<file path="config.mk">
export PLATFORM = sky130hd
export DESIGN_NAME = dtpb_timer
export DESIGN_NICKNAME = d
export VERILOG_FILES = /design/src/core/dtpb_pkg.sv /design/src/core/dtpb_timer.sv
export SDC_FILE = /design/constraint.sdc
export NUM_CORES = 1
export LEC_CHECK = 0
export BUFFER_PORTS_ARGS = -buffer_cell sky130_fd_sc_hd__buf_2
export CAP_MARGIN = 20
export CORE_ASPECT_RATIO = 0.7
export CORE_MARGIN = 10
export CORE_UTILIZATION = 55
export DETAILED_ROUTE_END_ITERATION = 12
export PLACE_DENSITY = 0.8
export SYNTH_ARGS = -nofsm -noshare
export SYNTH_HDL_FRONTEND = slang
export SYNTH_SLANG_ARGS = --single-unit
</file>
<file path="constraint.sdc">
create_clock -name core_clk -period 6.7 [get_ports core_clk]
set_input_delay 0.335 -clock core_clk [delete_from_list [all_inputs] [get_ports core_clk]]
set_output_delay 0.335 -clock core_clk [all_outputs]
set_load 0.05 [all_outputs]
</file>
<file path="src/core/dtpb_pkg.sv">
// Functional notes
// - counter counts down only while run enable is set; otherwise it holds
// - free-running, no reload: at zero the next tick loads all ones
// - free-running with reload: at zero the next tick loads the reload value
// - one-shot: counts down to zero and stops, reload select ignored
// - reload select matters only in free-running mode
// - polarity bit set makes the pwm waveform active low
// - pwm pin enable routes the waveform to the pin, else tone if enabled, else gpio
// - prescaler divides by two to the power rate+1; disable bit bypasses it
// - external source counts falling edges if edge select set, else rising
// - source select picks external pin when set, core tick otherwise
// - frame from 10-bit reload value when reload is selected, else 1024 ticks; duty from high bits plus duty byte
// - prescaler count register reads the live count, undisturbed
// - tone codes 0 to 7 take prescaler bits, dividing 2 up to 256
// - tone codes 8 to 15 take counter bits 0 to 7
// - counter read gives live value; write loads byte with reload high bits
// - comparator on the shared pin beats pwm and tone
package dtpb_pkg;
	localparam int CNT_W = 10;
	localparam int PS_W = 8;
	localparam logic [9:0] CNT_ALL_ONES = 10'h3ff;
	localparam logic [9:0] CNT_ZERO = 10'h000;
	// register indexes; byte address is index times four
	localparam logic [2:0] IDX_COUNT = 3'h0;
	localparam logic [2:0] IDX_CTL_A = 3'h1;
	localparam logic [2:0] IDX_CTL_B = 3'h2;
	localparam logic [2:0] IDX_DUTY = 3'h3;
	localparam logic [2:0] IDX_PS = 3'h4;
	localparam logic [2:0] IDX_TONE = 3'h5;
	localparam logic [2:0] IDX_HIGH = 3'h6;
	// control a fields
	localparam int A_RUN = 0;
	localparam int A_RELOAD = 1;
	localparam int A_ONESHOT = 2;
	localparam int A_ACT_LOW = 6;
	localparam int A_PIN_EN = 7;
	localparam logic [7:0] A_MASK = 8'hc7;
	// control b fields
	localparam int B_RATE_LSB = 0;
	localparam int B_PS_DIS_N = 3;
	localparam int B_EDGE = 4;
	localparam int B_SRC = 5;
	localparam logic [7:0] B_MASK = 8'h3f;
	// tone control fields
	localparam int T_EN = 7;
	localparam logic [7:0] T_MASK = 8'h8f;
	// high bits fields
	localparam int H_DUTY_LSB = 0;
	localparam int H_RLD_LSB = 4;
	localparam logic [7:0] H_MASK = 8'h33;
	// reset values
	localparam logic [7:0] RST_CTL_A = 8'h00;
	localparam logic [7:0] RST_CTL_B = 8'h3f;
	localparam logic [7:0] RST_PS = 8'hff;
	localparam logic [7:0] RST_TONE = 8'h0f;
	localparam logic [7:0] RST_BYTE = 8'h00;
endpackage

</file>
<file path="src/core/dtpb_timer.sv">
// Design decision made here: the Avalon-MM register port.
`timescale 1ns/1ps
module dtpb_timer (
	input wire logic core_clk,
	input wire logic sys_rst,
	input wire logic clkEn,
	input wire logic [4:0] avs_address,
	input wire logic avs_read,
	input wire logic avs_write,
	input wire logic [31:0] avs_writedata,
	output logic [31:0] avs_readdata,
	output logic avs_waitrequest,
	input wire logic extCountPin,
	input wire logic cmpRouteEn,
	input wire logic cmpOut,
	input wire logic gpioOut,
	input wire logic gpioOe,
	output logic pwmWave,
	output logic toneOut,
	output logic pinOut,
	output logic pinOe
);
	logic [9:0] cnt_r, cnt_nxt;
	logic [7:0] rldLow_r, rldLow_nxt;
	logic [7:0] ctlA_r, ctlA_nxt;
	logic [7:0] ctlB_r, ctlB_nxt;
	logic [7:0] duty_r, duty_nxt;
	logic [7:0] ps_r, ps_nxt;
	logic [7:0] tone_r, tone_nxt;
	logic [7:0] high_r, high_nxt;
	logic [31:0] rdata_r, rdata_nxt;
	logic wait_r, wait_nxt;
	logic ext1_r, ext2_r, ext3_r;
	logic cmp1_r, cmp2_r;
	logic pwm_r, pwm_nxt;
	logic tone_o_r, tone_o_nxt;
	logic pin_r, pin_nxt;
	logic oe_r, oe_nxt;
	logic req, acc, srcTick, tick, psOn;
	logic [7:0] psMask;
	logic [9:0] rldVal, dutyVal;
	logic [2:0] idx;
	logic [3:0] toneSel;

	assign avs_readdata = rdata_r;
	assign avs_waitrequest = wait_r;
	assign pwmWave = pwm_r;
	assign toneOut = tone_o_r;
	assign pinOut = pin_r;
	assign pinOe = oe_r;

	// bus decode and derived values
	assign req = avs_read | avs_write;
	assign acc = req & ~wait_r;
	assign idx = avs_address[4:2];
	assign psOn = ~ctlB_r[dtpb_pkg::B_PS_DIS_N];
	assign toneSel = tone_r[3:0];
	assign rldVal = {high_r[dtpb_pkg::H_RLD_LSB +: 2], rldLow_r};
	assign dutyVal = {high_r[dtpb_pkg::H_DUTY_LSB +: 2], duty_r};
	assign psMask = ~(8'hff << ({1'b0, ctlB_r[dtpb_pkg::B_RATE_LSB +: 3]}
		+ 4'h1));

	always_comb begin
		if (ctlB_r[dtpb_pkg::B_SRC]) begin
			if (ctlB_r[dtpb_pkg::B_EDGE])
				srcTick = ~ext2_r & ext3_r;
			else
				srcTick = ext2_r & ~ext3_r;
		end else begin
			srcTick = 1'b1;
		end
		if (psOn)
			tick = srcTick & ((ps_r & psMask) == 8'h00);
		else
			tick = srcTick;
	end

	// next values of registers, counter and prescaler
	always_comb begin
		cnt_nxt = cnt_r;
		rldLow_nxt = rldLow_r;
		ctlA_nxt = ctlA_r;
		ctlB_nxt = ctlB_r;
		duty_nxt = duty_r;
		tone_nxt = tone_r;
		high_nxt = high_r;
		rdata_nxt = rdata_r;
		ps_nxt = ps_r;
		// one wait cycle, then the answer
		wait_nxt = ~(req & wait_r);
		if (psOn && srcTick)
			ps_nxt = ps_r - 8'h01;
		if (ctlA_r[dtpb_pkg::A_RUN] && tick) begin
			if (cnt_r != dtpb_pkg::CNT_ZERO)
				cnt_nxt = cnt_r - 10'h001;
			else if (ctlA_r[dtpb_pkg::A_ONESHOT])
				cnt_nxt = cnt_r;
			else if (ctlA_r[dtpb_pkg::A_RELOAD])
				cnt_nxt = rldVal;
			else
				cnt_nxt = dtpb_pkg::CNT_ALL_ONES;
		end
		// read data prepared in the wait cycle
		if (req && wait_r) begin
			rdata_nxt = 32'h0000_0000;
			unique case (idx)
				dtpb_pkg::IDX_COUNT: rdata_nxt[7:0] = cnt_r[7:0];
				dtpb_pkg::IDX_CTL_A: rdata_nxt[7:0] = ctlA_r;
				dtpb_pkg::IDX_CTL_B: rdata_nxt[7:0] = ctlB_r;
				dtpb_pkg::IDX_PS: rdata_nxt[7:0] = ps_r;
				dtpb_pkg::IDX_HIGH: rdata_nxt[7:0] = high_r;
				default: rdata_nxt = 32'h0000_0000;
			endcase
		end
		// writes land on the accepting edge and beat counting
		if (acc && avs_write) begin
			unique case (idx)
				dtpb_pkg::IDX_COUNT: begin
					// load counter with reload high bits
					rldLow_nxt = avs_writedata[7:0];
					cnt_nxt = {high_r[dtpb_pkg::H_RLD_LSB +: 2],
						avs_writedata[7:0]};
				end
				dtpb_pkg::IDX_CTL_A:
					ctlA_nxt = avs_writedata[7:0] & dtpb_pkg::A_MASK;
				dtpb_pkg::IDX_CTL_B:
					ctlB_nxt = avs_writedata[7:0] & dtpb_pkg::B_MASK;
				dtpb_pkg::IDX_DUTY: duty_nxt = avs_writedata[7:0];
				dtpb_pkg::IDX_TONE:
					tone_nxt = avs_writedata[7:0] & dtpb_pkg::T_MASK;
				dtpb_pkg::IDX_HIGH:
					high_nxt = avs_writedata[7:0] & dtpb_pkg::H_MASK;
				default: ;
			endcase
		end
	end

	// next values of waveforms and the shared pin
	always_comb begin
		// active at or below duty, polarity applied
		pwm_nxt = (cnt_r <= dutyVal) ^ ctlA_r[dtpb_pkg::A_ACT_LOW];
		if (toneSel[3])
			tone_o_nxt = cnt_r[toneSel[2:0]];
		else
			tone_o_nxt = ps_r[toneSel[2:0]];
		tone_o_nxt = tone_o_nxt & tone_r[dtpb_pkg::T_EN];
		// comparator first, then pwm, then tone
		if (cmpRouteEn) begin
			pin_nxt = cmp2_r;
			oe_nxt = 1'b1;
		end else if (ctlA_r[dtpb_pkg::A_PIN_EN]) begin
			pin_nxt = pwm_nxt;
			oe_nxt = 1'b1;
		end else if (tone_r[dtpb_pkg::T_EN]) begin
			pin_nxt = tone_o_nxt;
			oe_nxt = 1'b1;
		end else begin
			pin_nxt = gpioOut;
			oe_nxt = gpioOe;
		end
	end

	// register stage, frozen while clkEn is low
	always_ff @(posedge core_clk or posedge sys_rst) begin
		if (sys_rst) begin
			cnt_r <= dtpb_pkg::CNT_ZERO;
			rldLow_r <= dtpb_pkg::RST_BYTE;
			ctlA_r <= dtpb_pkg::RST_CTL_A;
			ctlB_r <= dtpb_pkg::RST_CTL_B;
			duty_r <= dtpb_pkg::RST_BYTE;
			ps_r <= dtpb_pkg::RST_PS;
			tone_r <= dtpb_pkg::RST_TONE;
			high_r <= dtpb_pkg::RST_BYTE;
			rdata_r <= 32'h0000_0000;
			wait_r <= 1'b1;
			ext1_r <= 1'b0;
			ext2_r <= 1'b0;
			ext3_r <= 1'b0;
			cmp1_r <= 1'b0;
			cmp2_r <= 1'b0;
			pwm_r <= 1'b0;
			tone_o_r <= 1'b0;
			pin_r <= 1'b0;
			oe_r <= 1'b0;
		end else if (clkEn) begin
			cnt_r <= cnt_nxt;
			rldLow_r <= rldLow_nxt;
			ctlA_r <= ctlA_nxt;
			ctlB_r <= ctlB_nxt;
			duty_r <= duty_nxt;
			ps_r <= ps_nxt;
			tone_r <= tone_nxt;
			high_r <= high_nxt;
			rdata_r <= rdata_nxt;
			wait_r <= wait_nxt;
			ext1_r <= extCountPin;
			ext2_r <= ext1_r;
			ext3_r <= ext2_r;
			cmp1_r <= cmpOut;
			cmp2_r <= cmp1_r;
			pwm_r <= pwm_nxt;
			tone_o_r <= tone_o_nxt;
			pin_r <= pin_nxt;
			oe_r <= oe_nxt;
		end
	end

	// checks
	logic cntWr, runTick;
	assign cntWr = acc & avs_write & (idx == dtpb_pkg::IDX_COUNT);
	assign runTick = clkEn & ctlA_r[dtpb_pkg::A_RUN] & tick & ~cntWr;
endmodule

</file>
# Yosys cells after proc, flatten, opt, wreduce, memory -nomap -nowiden
# Cells that the tools add are included.
# op_classes
bitwise_logic	15
addsub	3
n_eq_ne	6
n_shift	1
muxes	21
order_cmp	3
n_reduce_logical	15
# op_table
op	count
$mux W10	6
$pmux W8 S5	1
$reduce_and A3 Y1	6
$mux W1	12
$le A10 B10 Y1	1
$reduce_bool A10 Y1	1
$sub A10 B1 Y10 const B	1
$eq A3 B3 Y1 const B	3
$and A8 B8 Y8	1
$logic_not A8 Y1	1
$not A8 Y8	1
$shl A8 B4 Y8 const A	1
$sub A8 B1 Y8 const B	1
$and A1 B1 Y1	6
$bmux W1 S3	2
$eq A3 B2 Y1 const B	2
$lt A3 B5 Y1 const B	1
$not A1 Y1	5
$add A3 B1 Y4 const B	1
$logic_and A1 B1 Y1	4
$lt A3 B4 Y1 const B	1
$reduce_and A2 Y1	2
$eq A3 B1 Y1 const B	1
$logic_not A3 Y1	1
2 further kinds	2
# totals
in_bits	47
output_inout_bits	37
ff_bits	72
word_cells	83

# Depth between registers and ports, before layout
# logic_depth
ltp_word	11
depth_mapped	9
ltp_nobuf	8

# Worst setup path before layout
# Ideal clock, no wire load.
# synth_timing
path_type	reg-to-reg
from	register ctlB_r[1]
to	register cnt_r[8]
n_path_buf	0
setup_ns	0.131
t_arrival_ns	2.322
required_ns	6.569
path_slack_ns	4.247
period_less_slack_ns	2.453
stages_incl_launch_ff	9
cell_sequence	dfstp_2 -> ha_1 -> ha_1 -> nand2_1 -> nand2_1 -> a2111oi_2 -> o211ai_1 -> o311a_1 -> or3_1
# synth_between
elab_chain_len	11
# synth_lines
item	line	rtl
from (decl)	dtpb_timer.sv:26	logic [7:0] ctlB_r, ctlB_nxt;
from (signal assigned)	dtpb_timer.sv:169	ctlB_r <= dtpb_pkg::RST_CTL_B;
from (signal assigned)	dtpb_timer.sv:189	ctlB_r <= ctlB_nxt;
$add A3 B1 Y4 *	dtpb_timer.sv:61	+ 4'h1));
$shl A8 B4 Y8 *	dtpb_timer.sv:60	assign psMask = ~(8'hff << ({1'b0, ctlB_r[dtpb_pkg::B_RATE_LSB +: 3]}
$not A8 Y8 *	dtpb_timer.sv:60	
$and A8 B8 Y8 *	dtpb_timer.sv:73	tick = srcTick & ((ps_r & psMask) == 8'h00);
$logic_not A8 Y1 *	dtpb_timer.sv:73	
$and A1 B1 Y1 *	dtpb_timer.sv:73	
$mux W1 *	dtpb_timer.sv:72	if (psOn)
$logic_and A1 B1 Y1 *	dtpb_timer.sv:93	if (ctlA_r[dtpb_pkg::A_RUN] && tick) begin
$mux W10 *	dtpb_timer.sv:93	
$mux W10	dtpb_timer.sv:117	unique case (idx)
$mux W10 *	dtpb_timer.sv:116	if (acc && avs_write) begin
to (signal assigned)	dtpb_timer.sv:166	cnt_r <= dtpb_pkg::CNT_ZERO;
to (signal assigned)	dtpb_timer.sv:186	cnt_r <= cnt_nxt;
to (decl)	dtpb_timer.sv:23	logic [9:0] cnt_r, cnt_nxt;
# Every way passes the cells marked *; elsewhere a longest branch is shown, timed or not.
# A chain may end at the register's enable or synchronous reset.

# Worst setup path after layout
# Same ends and word-level chain as after synthesis.

==> results.cfg <==
[synth]
async_flop_share_pct = 100.0
ys_warn_count = 0
ys_ff_latch = 72
synth_fa_ha_area_share_pct = 4.157
synth_top_family_by_area = compound AO/OA/AOI/OAI gates
syn_inst = 420
synth_top_area_cell = dfrtp_1
ys_top_cells_by_area = dfrtp_1, dfstp_2, mux2_2, nand2_1, buf_4
synthFlopType = dfrtp_1
netlist.area_leader.share_pct = 31.47
synth-simple-area-share_pct = 13.27
synth_edf_count = 0
ys_types = 53
synth-compound-area-share_pct = 15.38
syn_area_mm2 = 0.004214
avgSynthCellArea_um2 = 10.03
synth_xor_area_share_pct = 2.078
seq_area_frac_synth_pct = 43.32
synthMuxAreaShare_pct = 12.77

[die]
coreArea_mm2 = 0.007385
die-area_mm2 = 0.01162
io_pins = 84
die_y_um = 93.24
initial_utilization_pct = 57.07
rows = 26
dieWidth_um = 124.6

[placed_design]
gp_congestion = 0.9148
io_buffers = 33
hpwlAfterDp_mm = 7.727

[power]
internal_power_mw = 1.115
switching_share_pct = 39.28
seq_power_share_pct = 42.5
p_leak_nw = 2.042
power_switching_mw = 0.7210
ir_worst_vdd_mv = 0.1947
pwr-share-clk_pct = 23.0
power_frac_comb_pct = 34.6
cellPowerDensity_mw_per_mm2 = 400.4

[final_layout]
nNetsFinal = 509
layout_common_cells = dfrtp_1, nand2_1, buf_2
area_growth_pct = 8.789
drive_gt1_share_pct = 24.06
insertedDiodeCount = 0
ff_latch_area_mm2 = 0.001826
final_common_cell = dfrtp_1
multi_input_area_mm2 = 0.002098
final_core_util_pct = 62.08
nFillCells = 601

[worst_setup_path]
worstSetupPathType = reg2reg
crit_path_cell_trace = ha_1 > ha_1 > nand2_1 > nand2_1 > a2111oi_2 > o211ai_1 > o311a_1 > or3_1
critPathMaxFanout = 6
startpoint = ctlB_r[1]
start_kind = flip-flop
r2r_start = ctlB_r[1]
cp-end-kind = flip-flop
cp.required_ns = 6.94
cp_slowest_cell = dfstp_2
worstPathArrival_ns = 3.11
cpPeakStageDelay_ns = 0.57

[timing]
drv_slew = 0
tightest_slew_ns = 1.014
skew_ns = 0.009833
rsz0062_at_grt = no
fin_setup_tns_ns = 0
max_slew_margin_pct = 31.90
period_needed_ns = 2.866
fin_crit_sh_pct = 42.78
fmax_mhz = 348.9
setup-violations-final = 0
finalHoldViolations = 0

[clocking]
ctsHoldBuffers = 0
cts_root_buf = clkbuf_8
insertion_delay_ns = 0.36
cts_tree = done
cts_sinks = 72
cts_buffers = 9
cts.repair.resized = 0
clock_path_buffers = 2
post_cts_buffers = 0
htree_levels = 3
path_clk_slew_ns = 0.08

[hold_path]
hp-start = cmpOut
hp-class = in2reg

[global_route]
grt_pass1_wl_mm = 17.47
grt_max_degree = 73
grt_use_total_pct = 18.47
antenna_found_initial = 0
grt_pass1_vias = 3369
gr-total-overflow = 0

[drt]
drt-vias-per-instance = 6.136
wl_per_cell_um = 19.37
drc = 0
dr.pass1.iters = 5
vias = 3381
drtAntennaViolNets = 0
drt_wl_total_mm = 10.67
drtIter0Drc = 357

[outcome]
status = finished, final reports clean

[run]
drv_cap = 0
-- critical path, delay by kind of cell (launching register included) --
family | cells | cell delay [ns]
AO/OA/AOI/OAI | 3 | 1.27
flip-flops | 1 | 0.57
AND/OR/NAND/NOR | 3 | 0.50
adder cells (fa/ha/maj) | 2 | 0.42
-- sequential cells by signal, indices dropped and copies added (netlist names), 4 cells and up --
name and flops:
avs_readdata 8, ps_r 8, tone_r 5, ctlA_r 5, ctlB_r 6, rldLow_r 8, cnt_r 10, high_r 4
duty_r 8
-- area by class of cell --
class	count	area share, %
multi-input combinational	301	45.77
sequential	72	39.82
timing repair buffer	36	4.094
clock buffer	11	3.084
tap	98	2.675
inverter	28	2.293
clock inverter	5	2.265
-- path summary, 6_finish.rpt --
path                              endpoint  slack [ns]  cells after the start
hold / removal                      cmp1_r        0.21                      2
min in group asynchronous      rldLow_r[0]        0.24                      3
setup reg to reg                  cnt_r[8]        3.83                      8
max in group asynchronous  avs_readdata[1]        5.86                      3
hold reg to reg                rldLow_r[1]        0.48                      2
setup / recovery                  cnt_r[8]        3.83                      8
-- synthesized netlist by cell type, types with 2 or more instances --
master    number
dfstp_2       19
ha_1          14
buf_4         24
inv_1         28
o21ai_0       28
buf_6          3
a31oi_1        2
nor2_1        15
mux2i_1       11
nand2_1       51
a221oi_1       2
nor3_1         9
nor4_1         6
mux2_2        24
o211ai_1       5
nand2b_1       4
o21ai_1        2
o21a_1         4
nand4_1        2
a21o_1         4
or3_1          4
or4_1          3
mux4_2         7
nor2b_1        2
a211oi_1       6
xnor2_1        3
a221o_1        3
nor3b_1        5
o22ai_1        7
a21oi_1       21
nand3_1        5
xor2_1         7
clkbuf_1      14
dfrtp_1       53
a22o_1         5
-- metrics by stage --
step / total power [mW] / cell area (µm²) / cells / hold slack (ns) / setup WS [ns]
final: 1.836 / 4584 / 551 / 0.2122 / 3.834
after floorplan: 1.243 / 4300 / 443 / 0.4404 / 4.247
after detailed placement: 1.404 / 4332 / 534 / 0.4625 / 3.925
after global placement: 1.375 / 4332 / 534 / 0.4584 / 4.024
after CTS: 1.830 / 4577 / 550 / 0.2008 / 3.922
after global routing: 1.942 / 4584 / 551 / 0.2053 / 3.727
-- kinds of logic (layout without fill, tap and decap cells) --
kind of cell | Yosys count | count (layout)
simple gates | 112 | 112
compound gates | 99 | 99
flops | 72 | 72
buf+inv | 70 | 80
mux | 42 | 42
fa+ha+maj | 14 | 14
xor+xnor | 10 | 10
other cells | 1 | 24
-- layer usage --
| layer | part of all wire [%] | routed length [µm] | vias to the layer above | global-route usage, % |
|---|---|---|---|---|
| li1 | - | - | 1520 | - |
| met1 | 45 | 4823 | 1621 | 24.85 |
| met2 | 41 | 4403 | 207 | 27.06 |
| met3 | 11 | 1226 | 33 | 6.148 |
| met4 | 2.1 | 219 | 0 | 6.867 |
| met5 | 0 | 0 | - | 0 |
-- power groups by stage --
stage | logic, mW | registers (mW) | clock network [mW]
2_1_floorplan | 0.467 | 0.776 | 0
3_3_place_gp | 0.603 | 0.772 | 0
3_5_place_dp | 0.626 | 0.778 | 0
4_1_cts | 0.630 | 0.771 | 0.429
5_1_grt | 0.703 | 0.795 | 0.444
6_report | 0.635 | 0.779 | 0.422
Note: power is estimated with default switching activity, not from simulation.
